===== config.mk =====
export PLATFORM = sky130hd
export DESIGN_NAME = usb_attach_detach_control
export DESIGN_NICKNAME = d
export VERILOG_FILES = /design/src/rtl/usb_attach_pkg.sv /design/src/rtl/prog_io_sync.sv /design/src/rtl/prog_io_pad.sv /design/src/rtl/usb_attach_detach_control.sv
export SDC_FILE = /design/constraint.sdc
export NUM_CORES = 1
export LEC_CHECK = 0
export BUFFER_PORTS_ARGS = -buffer_cell sky130_fd_sc_hd__buf_4
export CORE_MARGIN = 2
export CORE_UTILIZATION = 30
export CTS_BUF_LIST = sky130_fd_sc_hd__clkbuf_16
export CTS_CLUSTER_SIZE = 20
export DETAILED_ROUTE_END_ITERATION = 7
export SLEW_MARGIN = 0
export SYNTH_ARGS = -nofsm -noshare
export SYNTH_HDL_FRONTEND = slang
export SYNTH_SLANG_ARGS = --single-unit

===== constraint.sdc =====
create_clock -name ref_clk -period 2.1 [get_ports ref_clk]
set_input_delay 0.315 -clock ref_clk [delete_from_list [all_inputs] [get_ports ref_clk]]
set_output_delay 0.315 -clock ref_clk [all_outputs]
set_load 0.03 [all_outputs]

===== src/rtl/usb_attach_pkg.sv =====
// constants, register map and types for the usb attach and detach control block
package usb_attach_pkg;

    // ************************************************************
    // sizes
    // ************************************************************
    localparam int LINE_N = 8;   // lines 9 down to 2, index 0 is line 2
    localparam int LINE_W = 3;

    // ************************************************************
    // register offsets
    // ************************************************************
    localparam logic [11:0] OFS_CTRL   = 12'h000;
    localparam logic [11:0] OFS_CFG    = 12'h004;
    localparam logic [11:0] OFS_PULL   = 12'h008;
    localparam logic [11:0] OFS_GPIO   = 12'h00C;
    localparam logic [11:0] OFS_STATUS = 12'h010;
    localparam logic [11:0] OFS_POWER  = 12'h014;

    // ************************************************************
    // field positions
    // ************************************************************
    localparam int CTRL_READY_BIT    = 0;
    localparam int CTRL_EXTPU_BIT    = 1;
    localparam int CTRL_SELFPWR_BIT  = 2;
    localparam int CTRL_WAKE_BIT     = 3;
    localparam int CFG_SENSE_LSB     = 0;
    localparam int CFG_DETACH_LSB    = 4;
    localparam int CFG_WAKE_LSB      = 8;
    localparam int CFG_PU_LSB        = 12;
    localparam int CFG_DETACH_EN_BIT = 16;
    localparam int CFG_WAKE_EN_BIT   = 17;
    localparam int PULL_UP_LSB       = 0;
    localparam int PULL_DN_LSB       = 8;
    localparam int PULL_STRONG_LSB   = 16;
    localparam int GPIO_OE_LSB       = 8;

    // ************************************************************
    // reset values
    // ************************************************************
    localparam logic [2:0]  CTRL_RST  = 3'h4;         // self powered, not ready
    localparam logic [17:0] CFG_RST   = 18'h0_0000;   // sense on index 0, line 2
    localparam logic [23:0] PULL_RST  = 24'h00_FF00;  // weak pull-down on all
    localparam logic [15:0] GPIO_RST  = 16'h0000;     // all inputs
    localparam logic [7:0]  POWER_RST = 8'h32;
    localparam logic        FULL_SPEED_ONLY = 1'b1;

    // ************************************************************
    // types
    // ************************************************************
    typedef enum logic [1:0] {
        LINK_OFF,
        LINK_ON,
        LINK_DETACHED
    } link_state_t;

endpackage : usb_attach_pkg


===== src/rtl/prog_io_sync.sv =====
// two-flop synchroniser for the programmable line inputs
`timescale 1ns/1ps
module prog_io_sync
    import usb_attach_pkg::*;
(
    input  wire logic              ref_clk,
    input  wire logic              rst_b,
    input  wire logic [LINE_N-1:0] async_in,
    output logic      [LINE_N-1:0] sync_out
);

    logic [LINE_N-1:0] meta;

    // first stage is read by the second stage only
    always_ff @(posedge ref_clk) begin
        if (!rst_b) begin
            meta     <= '0;
            sync_out <= '0;
        end else begin
            meta     <= async_in;
            sync_out <= meta;
        end
    end

endmodule : prog_io_sync


===== src/rtl/prog_io_pad.sv =====
// per-line output, enable and pull control for the programmable lines
`timescale 1ns/1ps
module prog_io_pad
    import usb_attach_pkg::*;
(
    input  wire logic              ref_clk,
    input  wire logic              rst_b,
    input  wire logic [LINE_N-1:0] gpio_out,
    input  wire logic [LINE_N-1:0] gpio_oe,
    input  wire logic [LINE_N-1:0] ovr_mask,
    input  wire logic [LINE_N-1:0] ovr_oe,
    input  wire logic [LINE_N-1:0] ovr_val,
    input  wire logic [LINE_N-1:0] pull_up,
    input  wire logic [LINE_N-1:0] pull_dn,
    input  wire logic [LINE_N-1:0] pull_strong,
    output logic      [LINE_N-1:0] pin_out,
    output logic      [LINE_N-1:0] pin_oe,
    output logic      [LINE_N-1:0] pin_pu,
    output logic      [LINE_N-1:0] pin_pd,
    output logic      [LINE_N-1:0] pin_strong
);

    // block functions win over plain software outputs on their line
    always_ff @(posedge ref_clk) begin
        if (!rst_b) begin
            pin_out <= '0;
            pin_oe  <= '0;
        end else begin
            pin_out <= (ovr_mask & ovr_val) | (~ovr_mask & gpio_out);
            pin_oe  <= (ovr_mask & ovr_oe) | (~ovr_mask & gpio_oe);
        end
    end

    // pulls follow configuration; pull-up wins if both are set
    always_ff @(posedge ref_clk) begin
        if (!rst_b) begin
            pin_pu     <= '0;
            pin_pd     <= '1;
            pin_strong <= '0;
        end else begin
            pin_pu     <= pull_up;
            pin_pd     <= pull_dn & ~pull_up;
            pin_strong <= pull_strong;
        end
    end

endmodule : prog_io_pad


===== src/rtl/usb_attach_detach_control.sv =====
// top of the usb attach, detach and host-wake control block with its apb registers
//
// Decided for this implementation: the address map and the APB register port.
`timescale 1ns/1ps
module usb_attach_detach_control
    import usb_attach_pkg::*;
(
    input  wire logic              ref_clk,
    input  wire logic              rst_b,
    input  wire logic              psel,
    input  wire logic              penable,
    input  wire logic              pwrite,
    input  wire logic [11:0]       paddr,
    input  wire logic [31:0]       pwdata,
    output logic      [31:0]       prdata,
    output logic                   pready,
    output logic                   pslverr,
    input  wire logic [LINE_N-1:0] prog_io_line_in,
    output logic      [LINE_N-1:0] prog_io_line_out,
    output logic      [LINE_N-1:0] prog_io_line_oe,
    output logic      [LINE_N-1:0] prog_io_line_pu,
    output logic      [LINE_N-1:0] prog_io_line_pd,
    output logic      [LINE_N-1:0] prog_io_line_strong,
    input  wire logic              dplus_pin_in,
    output logic                   dplus_pin_out,
    output logic                   dplus_pin_oe,
    input  wire logic              dminus_pin_in,
    output logic                   dminus_pin_out,
    output logic                   dminus_pin_oe,
    output logic                   dplus_pullup_en,
    input  wire logic              core_tx_dp,
    input  wire logic              core_tx_dm,
    input  wire logic              core_tx_oe,
    output logic                   core_rx_dp,
    output logic                   core_rx_dm,
    input  wire logic              core_resume_req,
    output logic                   core_resume_ok,
    output logic                   core_connected,
    output logic                   core_reconnect,
    output logic                   core_bus_powered,
    output logic      [7:0]        core_max_power,
    output logic                   core_full_speed
);

    // ************************************************************
    // helper functions
    // ************************************************************

    // pick one line out of the synchronised vector
    function automatic logic line_pick(input logic [LINE_N-1:0] v,
                                       input logic [LINE_W-1:0] idx);
        return v[idx];
    endfunction : line_pick

    // one-hot mask for a selected line
    function automatic logic [LINE_N-1:0] line_hot(input logic [LINE_W-1:0] idx);
        logic [LINE_N-1:0] m;
        m      = '0;
        m[idx] = 1'b1;
        return m;
    endfunction : line_hot

    function automatic logic addr_known(input logic [11:0] a);
        return (a == OFS_CTRL) || (a == OFS_CFG) || (a == OFS_PULL) ||
               (a == OFS_GPIO) || (a == OFS_STATUS) || (a == OFS_POWER);
    endfunction : addr_known

    // ************************************************************
    // registers and apb slave
    // ************************************************************
    logic [2:0]        ctrl_reg;
    logic [17:0]       cfg_reg;
    logic [23:0]       pull_reg;
    logic [15:0]       gpio_reg;
    logic [7:0]        power_reg;
    logic              wr_acc;
    logic              sw_wake;
    logic [LINE_N-1:0] io_sync;
    logic              sense;
    logic              detach;
    logic              wake_pend;
    link_state_t       state;
    link_state_t       next_state;
    logic              pullup_on;
    logic              ext_drive;

    // zero wait states: every access completes in its first access cycle
    assign pready  = 1'b1;
    assign pslverr = psel & penable & ~addr_known(paddr);
    assign wr_acc  = psel & penable & pwrite & addr_known(paddr);
    assign sw_wake = wr_acc & (paddr == OFS_CTRL) & pwdata[CTRL_WAKE_BIT];

    // software-written configuration
    always_ff @(posedge ref_clk) begin
        if (!rst_b) begin
            ctrl_reg  <= CTRL_RST;
            cfg_reg   <= CFG_RST;
            pull_reg  <= PULL_RST;
            gpio_reg  <= GPIO_RST;
            power_reg <= POWER_RST;
        end else if (wr_acc) begin
            case (paddr)
                OFS_CTRL:  ctrl_reg  <= pwdata[2:0];
                OFS_CFG:   cfg_reg   <= pwdata[17:0];
                OFS_PULL:  pull_reg  <= pwdata[23:0];
                OFS_GPIO:  gpio_reg  <= pwdata[15:0];
                OFS_POWER: power_reg <= pwdata[7:0];
                default:   ctrl_reg  <= ctrl_reg;
            endcase
        end
    end

    // read data is loaded in the setup cycle so it is a flop in the access cycle
    always_ff @(posedge ref_clk) begin
        if (!rst_b) begin
            prdata <= 32'h0000_0000;
        end else if (psel && !penable) begin
            case (paddr)
                OFS_CTRL:   prdata <= {29'h0, ctrl_reg};
                OFS_CFG:    prdata <= {14'h0, cfg_reg};
                OFS_PULL:   prdata <= {8'h0, pull_reg};
                OFS_GPIO:   prdata <= {16'h0, gpio_reg};
                OFS_STATUS: prdata <= {18'h0_0000, 2'(state), wake_pend, pullup_on,
                                       detach, sense, io_sync};
                OFS_POWER:  prdata <= {24'h0, power_reg};
                default:    prdata <= 32'h0000_0000;
            endcase
        end
    end

    // ************************************************************
    // line inputs and function mapping
    // ************************************************************
    logic [LINE_W-1:0] sense_idx;
    logic [LINE_W-1:0] detach_idx;
    logic [LINE_W-1:0] wake_idx;
    logic [LINE_W-1:0] pu_idx;
    logic              detach_en;
    logic              wake_en;
    logic              ready;
    logic              ext_sel;
    logic              self_pwr;
    logic              vbus_ok;

    assign sense_idx  = cfg_reg[CFG_SENSE_LSB +: LINE_W];
    assign detach_idx = cfg_reg[CFG_DETACH_LSB +: LINE_W];
    assign wake_idx   = cfg_reg[CFG_WAKE_LSB +: LINE_W];
    assign pu_idx     = cfg_reg[CFG_PU_LSB +: LINE_W];
    assign detach_en  = cfg_reg[CFG_DETACH_EN_BIT];
    assign wake_en    = cfg_reg[CFG_WAKE_EN_BIT];
    assign ready      = ctrl_reg[CTRL_READY_BIT];
    assign ext_sel    = ctrl_reg[CTRL_EXTPU_BIT];
    assign self_pwr   = ctrl_reg[CTRL_SELFPWR_BIT];

    // raw pins are never used before the synchroniser
    prog_io_sync u_sync (
        .ref_clk  (ref_clk),
        .rst_b    (rst_b),
        .async_in (prog_io_line_in),
        .sync_out (io_sync)
    );

    assign sense   = line_pick(io_sync, sense_idx);
    assign detach  = detach_en & line_pick(io_sync, detach_idx);
    // a bus-powered device has the supply by definition
    assign vbus_ok = ~self_pwr | sense;

    // ************************************************************
    // attach state machine
    // ************************************************************
    always_comb begin
        next_state = state;
        case (state)
            LINK_OFF: begin
                if (detach)
                    next_state = LINK_DETACHED;
                else if (ready && vbus_ok)
                    next_state = LINK_ON;
            end
            LINK_ON: begin
                if (detach)
                    next_state = LINK_DETACHED;
                else if (!ready || !vbus_ok)
                    next_state = LINK_OFF;
            end
            LINK_DETACHED: begin
                if (!detach)
                    next_state = (ready && vbus_ok) ? LINK_ON : LINK_OFF;
            end
            default: next_state = LINK_OFF;
        endcase
    end

    always_ff @(posedge ref_clk) begin
        if (!rst_b)
            state <= LINK_OFF;
        else
            state <= next_state;
    end

    // pull-up follows the next state so it moves with the state flop
    always_ff @(posedge ref_clk) begin
        if (!rst_b) begin
            pullup_on       <= 1'b0;
            dplus_pullup_en <= 1'b0;
            ext_drive       <= 1'b0;
        end else begin
            pullup_on       <= (next_state == LINK_ON);
            dplus_pullup_en <= (next_state == LINK_ON) & ~ext_sel;
            ext_drive       <= (next_state == LINK_ON) & ext_sel;
        end
    end

    // ************************************************************
    // data lines and core handshake
    // ************************************************************

    // costs one cycle of transmit latency, kept so the pad enables are flops
    always_ff @(posedge ref_clk) begin
        if (!rst_b) begin
            dplus_pin_out  <= 1'b0;
            dminus_pin_out <= 1'b0;
            dplus_pin_oe   <= 1'b0;
            dminus_pin_oe  <= 1'b0;
            core_rx_dp     <= 1'b0;
            core_rx_dm     <= 1'b0;
        end else begin
            dplus_pin_out  <= core_tx_dp;
            dminus_pin_out <= core_tx_dm;
            dplus_pin_oe   <= core_tx_oe & (next_state == LINK_ON);
            dminus_pin_oe  <= core_tx_oe & (next_state == LINK_ON);
            core_rx_dp     <= dplus_pin_in;
            core_rx_dm     <= dminus_pin_in;
        end
    end

    // reconnect pulse tells the core to wait for a fresh enumeration
    always_ff @(posedge ref_clk) begin
        if (!rst_b) begin
            core_connected   <= 1'b0;
            core_reconnect   <= 1'b0;
            core_resume_ok   <= 1'b0;
            core_bus_powered <= 1'b0;
            core_max_power   <= 8'h00;
            core_full_speed  <= 1'b0;
        end else begin
            core_connected   <= (next_state == LINK_ON);
            core_reconnect   <= (state == LINK_DETACHED) && (next_state == LINK_ON);
            // follows the next state so in-band resume stops as the link detaches
            core_resume_ok   <= core_resume_req & (next_state == LINK_ON);
            core_bus_powered <= ~self_pwr;
            core_max_power   <= power_reg;
            core_full_speed  <= FULL_SPEED_ONLY;
        end
    end

    // ************************************************************
    // host wake
    // ************************************************************

    // a request arriving as detach falls is dropped: wake is only legal detached
    always_ff @(posedge ref_clk) begin
        if (!rst_b)
            wake_pend <= 1'b0;
        else if (next_state == LINK_DETACHED && (core_resume_req || sw_wake))
            wake_pend <= 1'b1;
        else if (next_state != LINK_DETACHED)
            wake_pend <= 1'b0;
    end

    // ************************************************************
    // programmable line pads
    // ************************************************************
    logic [LINE_N-1:0] wake_mask;
    logic [LINE_N-1:0] pu_mask;

    assign wake_mask = wake_en ? line_hot(wake_idx) : '0;
    assign pu_mask   = ext_sel ? line_hot(pu_idx) : '0;

    // external pull-up line floats when off so the resistor does not pull d-plus
    prog_io_pad u_pad (
        .ref_clk     (ref_clk),
        .rst_b       (rst_b),
        .gpio_out    (gpio_reg[LINE_N-1:0]),
        .gpio_oe     (gpio_reg[GPIO_OE_LSB +: LINE_N]),
        .ovr_mask    (wake_mask | pu_mask),
        .ovr_oe      (wake_mask | (pu_mask & {LINE_N{ext_drive}})),
        .ovr_val     ((wake_mask & {LINE_N{wake_pend}}) | (pu_mask & {LINE_N{ext_drive}})),
        .pull_up     (pull_reg[PULL_UP_LSB +: LINE_N]),
        .pull_dn     (pull_reg[PULL_DN_LSB +: LINE_N]),
        .pull_strong (pull_reg[PULL_STRONG_LSB +: LINE_N]),
        .pin_out     (prog_io_line_out),
        .pin_oe      (prog_io_line_oe),
        .pin_pu      (prog_io_line_pu),
        .pin_pd      (prog_io_line_pd),
        .pin_strong  (prog_io_line_strong)
    );
endmodule : usb_attach_detach_control


After elaboration in Yosys (flattened, before gate mapping)
Cells that the tools add are included.
{"block": "word_totals", "regBits": 180, "input_bits": 63, "output_inout_bits": 94, "elab_cells": 118}
{"block": "classes", "n_lt_le_gt_ge": 6, "eq_ne": 10, "mux": 21, "bitwise_logic": 29, "reduce_logical": 24}
{"cell": "24-bit case mux with 6 select lines", "n": 1}
{"cell": "8-bit AND", "n": 7}
{"cell": "8-bit bitwise OR", "n": 5}
{"cell": "12-bit by 4-bit equality test with 1-bit output (second input constant)", "n": 2}
{"cell": "12-bit by 5-bit equality test with 1-bit output (second input constant)", "n": 2}
{"cell": "3-bit by 4-bit less-than comparator with 1-bit output (second input constant)", "n": 4}
{"cell": "8-bit 2-to-1 mux", "n": 2}
{"cell": "8-bit NOT", "n": 2}
{"cell": "12-bit by 3-bit equality test with 1-bit output (second input constant)", "n": 1}
{"cell": "12-bit zero test", "n": 1}
{"cell": "1-bit AND", "n": 11}
{"cell": "2-bit 2-to-1 mux", "n": 5}
{"cell": "2-bit AND reduction", "n": 5}
{"cell": "1-bit 2-to-1 mux", "n": 8}
{"cell": "1-bit logical OR", "n": 7}
{"cell": "1-bit binary-select mux with 3-bit select", "n": 2}
{"cell": "1-bit demux with 3-bit select", "n": 2}
{"cell": "3-bit by 1-bit greater-or-equal comparator with 1-bit output (second input constant)", "n": 2}
{"cell": "1-bit logical AND", "n": 6}
{"cell": "2-bit case mux with 3 select lines", "n": 1}
{"cell": "2-bit by 1-bit equality test with 1-bit output (second input constant)", "n": 2}
{"cell": "2-bit equality test (second input constant)", "n": 2}
{"cell": "1-bit zero test", "n": 3}
{"cell": "1-bit NOT", "n": 3}
{"cell": "other kinds (4)", "n": 4}

Depth between registers and ports, before layout
{"block": "logic_depth", "word_depth": 12, "depth_mapped": 7, "depth_no_buf": 4}

By module
From an unflattened synthesis, not the netlist that was laid out.
{"block": "unflattened", "hier_cells": 759, "area_unflattened_um2": 7069.3}
{"module": "usb_attach_detach_control", "instances": 1, "cells_per_inst": 618, "area_each_um2": 5371.4, "seq_area_each_um2": 2322.2}
{"module": "prog_io_pad", "instances": 1, "cells_per_inst": 108, "area_each_um2": 1251.2, "seq_area_each_um2": 800.8}
{"module": "prog_io_sync", "instances": 1, "cells_per_inst": 33, "area_each_um2": 446.7, "seq_area_each_um2": 320.3}

Worst setup path before layout
OpenSTA, ideal clock, no wires.
{"block": "synth_path", "path_type": "input-to-reg", "start": "in paddr[9]", "end": "reg cfg_reg[10]", "setup_ns": 0.072, "arrival_ns": 2.146, "required_time_ns": 2.028, "path_slack_ns": -0.117, "path_stages": 7, "n_path_buf": 3, "cell_sequence": "or4_4 -> buf_6 -> or4_4 -> nor3_2 -> buf_6 -> buf_12 -> mux2i_1"}
{"block": "synth_between", "elab_chain_len": 8, "word_cells_on_any_way": 13, "classes_between": "eq/ne: 5; bitwise: 1; reduce/logical: 7"}
{"item": "start: declaration", "line_no": "usb_attach_detach_control.sv:13", "source": "input wire logic [11:0] paddr,"}
{"item": "12-bit by 3-bit equality test with 1-bit output / 12-bit zero test (equally long branches)", "line_no": "usb_attach_detach_control.sv:64, usb_attach_detach_control.sv:102"}
{"item": "1-bit logical OR (3 in a row)", "line_no": "usb_attach_detach_control.sv:64", "source": "return (a == OFS_CTRL) || (a == OFS_CFG) || (a == OFS_PULL) ||"}
{"item": "1-bit logical OR (2 in a row)", "line_no": "usb_attach_detach_control.sv:65", "source": "(a == OFS_GPIO) || (a == OFS_STATUS) || (a == OFS_POWER);"}
{"item": "1-bit AND", "line_no": "usb_attach_detach_control.sv:90", "source": "assign wr_acc = psel & penable & pwrite & addr_known(paddr);"}
{"item": "2-bit AND reduction (no source line) (*)"}
{"item": "end signal: assignment", "line_no": "usb_attach_detach_control.sv:104", "source": "OFS_CFG: cfg_reg <= pwdata[17:0];"}
{"item": "end: declaration", "line_no": "usb_attach_detach_control.sv:72", "source": "logic [17:0] cfg_reg;"}
Mark *: on every way between the ends. The rest lies on a longest branch, timed or not.
A chain may end at the register's enable or synchronous reset.

Worst setup path in the final report
{"block": "layout_path", "start": "in paddr[3]", "end": "reg prdata[16]"}
{"block": "layout_between", "elab_chain_len": 2, "word_cells_on_any_way": 7, "classes_between": "eq/ne: 5; mux: 1; reduce/logical: 1"}
{"item": "12-bit by 5-bit equality test with 1-bit output, or another cell as far along", "line_no": "usb_attach_detach_control.sv:118", "source": "case (paddr)"}
{"item": "24-bit case mux with 6 select lines (*)", "line_no": "usb_attach_detach_control.sv:118"}
{"item": "end signal: assignment", "line_no": "usb_attach_detach_control.sv:119", "source": "OFS_CTRL: prdata <= {29'h0, ctrl_reg};"}
{"item": "end signal: assignment", "line_no": "usb_attach_detach_control.sv:120", "source": "OFS_CFG: prdata <= {14'h0, cfg_reg};"}
{"item": "end signal: assignment", "line_no": "usb_attach_detach_control.sv:121", "source": "OFS_PULL: prdata <= {8'h0, pull_reg};"}
{"item": "end: declaration", "line_no": "usb_attach_detach_control.sv:15", "source": "output logic [31:0] prdata,"}
Marked as above.

==> impl_metrics.toml <==
[global_route]
grt_use_total_pct = 18.1
antenna_found_initial = 0
grt.overflow.total = 0
grt_pass1_vias = 5688
grt_pass1_wl_mm = 33.4
grt_max_degree = 102

[power_and_ir_drop]
power.density_nw_per_um2 = 728
ir_drop_mv = 0.481
leakage_nw = 3.58

[sta]
clock_skew_ns = 0.00753
setup_viol = 0
fin_setup_tns_ns = 0
rsz0062_at_grt = "no"
min_period_over_period_pct = 94.9
worst_pin_slew_ns = 1.36
slew_headroom_pct = 9.33
slew_viol_final = 0
min_period_ns = 1.99
finalHoldViolCount = 0
timing.fmax_ghz = 0.502

[min_path]
hp-class = "in -> reg"

[synth]
avgSynthCellArea_um2 = 9.09
async_reset_ff_share_pct = 0
syn_inst = 770
synth_cell_types = 59
synth_edf_count = 0
synth_ff_type = "dfxtp_1"
ys_ff_latch = 172
yosys-top-cells-area = "dfxtp_1 49%, o21ai_0 5.1%, nand3_1 5.0%"
seq_area_frac_synth_pct = 49.2
synth_warnings = 0
synth_area_um2 = 7000
synth_area_leader_cell = "dfxtp_1"
synth.top_cell.area_share_pct = 49.2

[detailed_routing]
wl_per_cell_um = 17.8
vias = 6216
drtAntennaViolNets = 0
drc_errors = 0
dr.pass1.iters = 5
drt_iter0_drc = 582
drt_wl_total_mm = 22.1
viasPerCell = 5.01

[final_layout]
fin_nets = 977
final_cell_area_um2 = 9110
synthToLayoutAreaGrowth_pct = 30.1
drive_above_1_share_pct = 27.7
antenna-diode-count = 0
num-fill-cells = 2316
fin_cells = 1240

[floorplan]
io_pins = 157
core_area_um2 = 22800
die_h_um = 157
fp.dieW_um = 157
start_util_pct = 30.7
dieArea_um2 = 24600
num_rows = 55

[clock_network]
cts_tree = "done"
cts_resized = 0
clk_pin_slew_worst_paths_ns = 0.07
cts_root_buf = "clkbuf_16"
cts_hold_buf = 0
clock-sinks = 172
numCtsBuffers = 17
cts_max_path_buffers = 2
cts_setup_buffers = 0
insertion_delay_ns = 0.44
ctsHtreeMaxLevel = 4

[run_status]
status = "finished, final reports clean"

[setup_path]
endpoint_kind = "register"
critical_path_arrival_ns = 2.38
cp_max_fo = 6
critPathKind = "in -> reg"
reg2reg_slack_ns = 0.20
crit_required_ns = 2.49
cp-start-kind = "input port"

[placed_design]
place_congestion = 0.857
dpl.hpwl_mm = 15.8
placed_cells = 1208
port_buffers = 139
place_area_um2 = 8570

[job]
drv_cap = 0
## cells in the mapped netlist, types with 4 or more instances
cell type,count
a22o_1,8
mux2_2,22
a31oi_1,8
and2_1,50
nand3_1,70
nand2_1,73
or4_1,5
nand4_1,6
nor4_1,6
dfxtp_1,172
nand2b_1,5
inv_1,12
mux2i_1,27
buf_4,10
a22oi_1,14
clkbuf_1,54
nor2b_1,4
o21ai_0,72
nor3_1,6
nor2_1,20
nand3b_1,4
mux4_2,4
a21oi_1,63
## power breakdown
| part | internal, mW | switching (mW) | total, mW |
|---|---|---|---|
| Clock | 1.53 | 1.41 | 2.94 |
| Combinational | 0.155 | 0.239 | 0.394 |
| Sequential | 3.29 | 0.0132 | 3.30 |
## worst max-delay path, cell delays in order
cell    delay [ns]
buf_4         0.11
buf_4         0.13
or4b_2        0.80
nor4_1        0.59
buf_4         0.22
a22o_1        0.12
a21o_1        0.08
## final timing paths
check | from | endpoint | depth (start not counted)
max reg2reg | cfg_reg[6]$_SDFFE_PN0P_ | core_reconnect$_SDFF_PN0_ | 5
max | paddr[3] | prdata[16]$_SDFFE_PN0P_ | 7
min | core_tx_dp | dplus_pin_out$_SDFF_PN0_ | 2
min reg2reg | u_sync.meta[2]$_SDFF_PN0_ | u_sync.sync_out[2]$_SDFF_PN0_ | 1
## final cells by class
class / count / area (um^2) / share of cell area, %
Tap cell: 313 / 392 / 4.30
Multi-Input combinational cell: 521 / 3210 / 35.2
Timing Repair Buffer: 189 / 1480 / 16.3
Inverter: 13 / 48.8 / 0.536
Clock buffer: 17 / 425 / 4.67
Sequential cell: 172 / 3440 / 37.8
Clock inverter: 15 / 111 / 1.22
## per-stage QoR
stage                     util (%)  total power, mW  setup WS, ns  hold WS [ns]
after floorplan                  -             3.58       -0.0492         0.343
after global routing          40.0             6.86        0.0858        0.0697
final                         40.0             6.63         0.108        0.0772
after CTS                     40.0             6.68         0.116        0.0597
after detailed placement      37.6             3.77        -0.260         0.418
after global placement        37.6             3.76        -0.238         0.419
## metal layers
metal / global-route usage, % / routed length (um) / share of wire [%] / vias to the layer above
met5: 0 / 0 / 0 / -
met3: 3.79 / 1690 / 7.7 / 26
met1: 26.0 / 10200 / 46 / 2936
met2: 27.0 / 9730 / 44 / 261
li1: - / - / - / 2993
met4: 5.72 / 395 / 1.8 / 0
## cells in the final DEF (no fill, tap or decap), types with 14 or more instances in the layout
cell / instances
a22oi_1: 14
nand3_1: 70
a21oi_1: 63
mux2i_1: 27
nor2_1: 20
clkbuf_16: 17
buf_4: 184
nand2_1: 73
dfxtp_1: 172
o21ai_0: 72
mux2_2: 22
and2_1: 50
## cell families (layout without fill, tap and decap cells)
logic type / after synthesis / in the layout / share of synthesized area, %
simple gates: 274 / 274 / 21.3
flops: 172 / 172 / 49.2
buf+inv: 84 / 234 / 5.52
other cells: 2 / 9 / 0.107
compound gates: 185 / 185 / 15.2
mux: 53 / 53 / 8.68
Note: power is estimated with default switching activity, not from simulation.
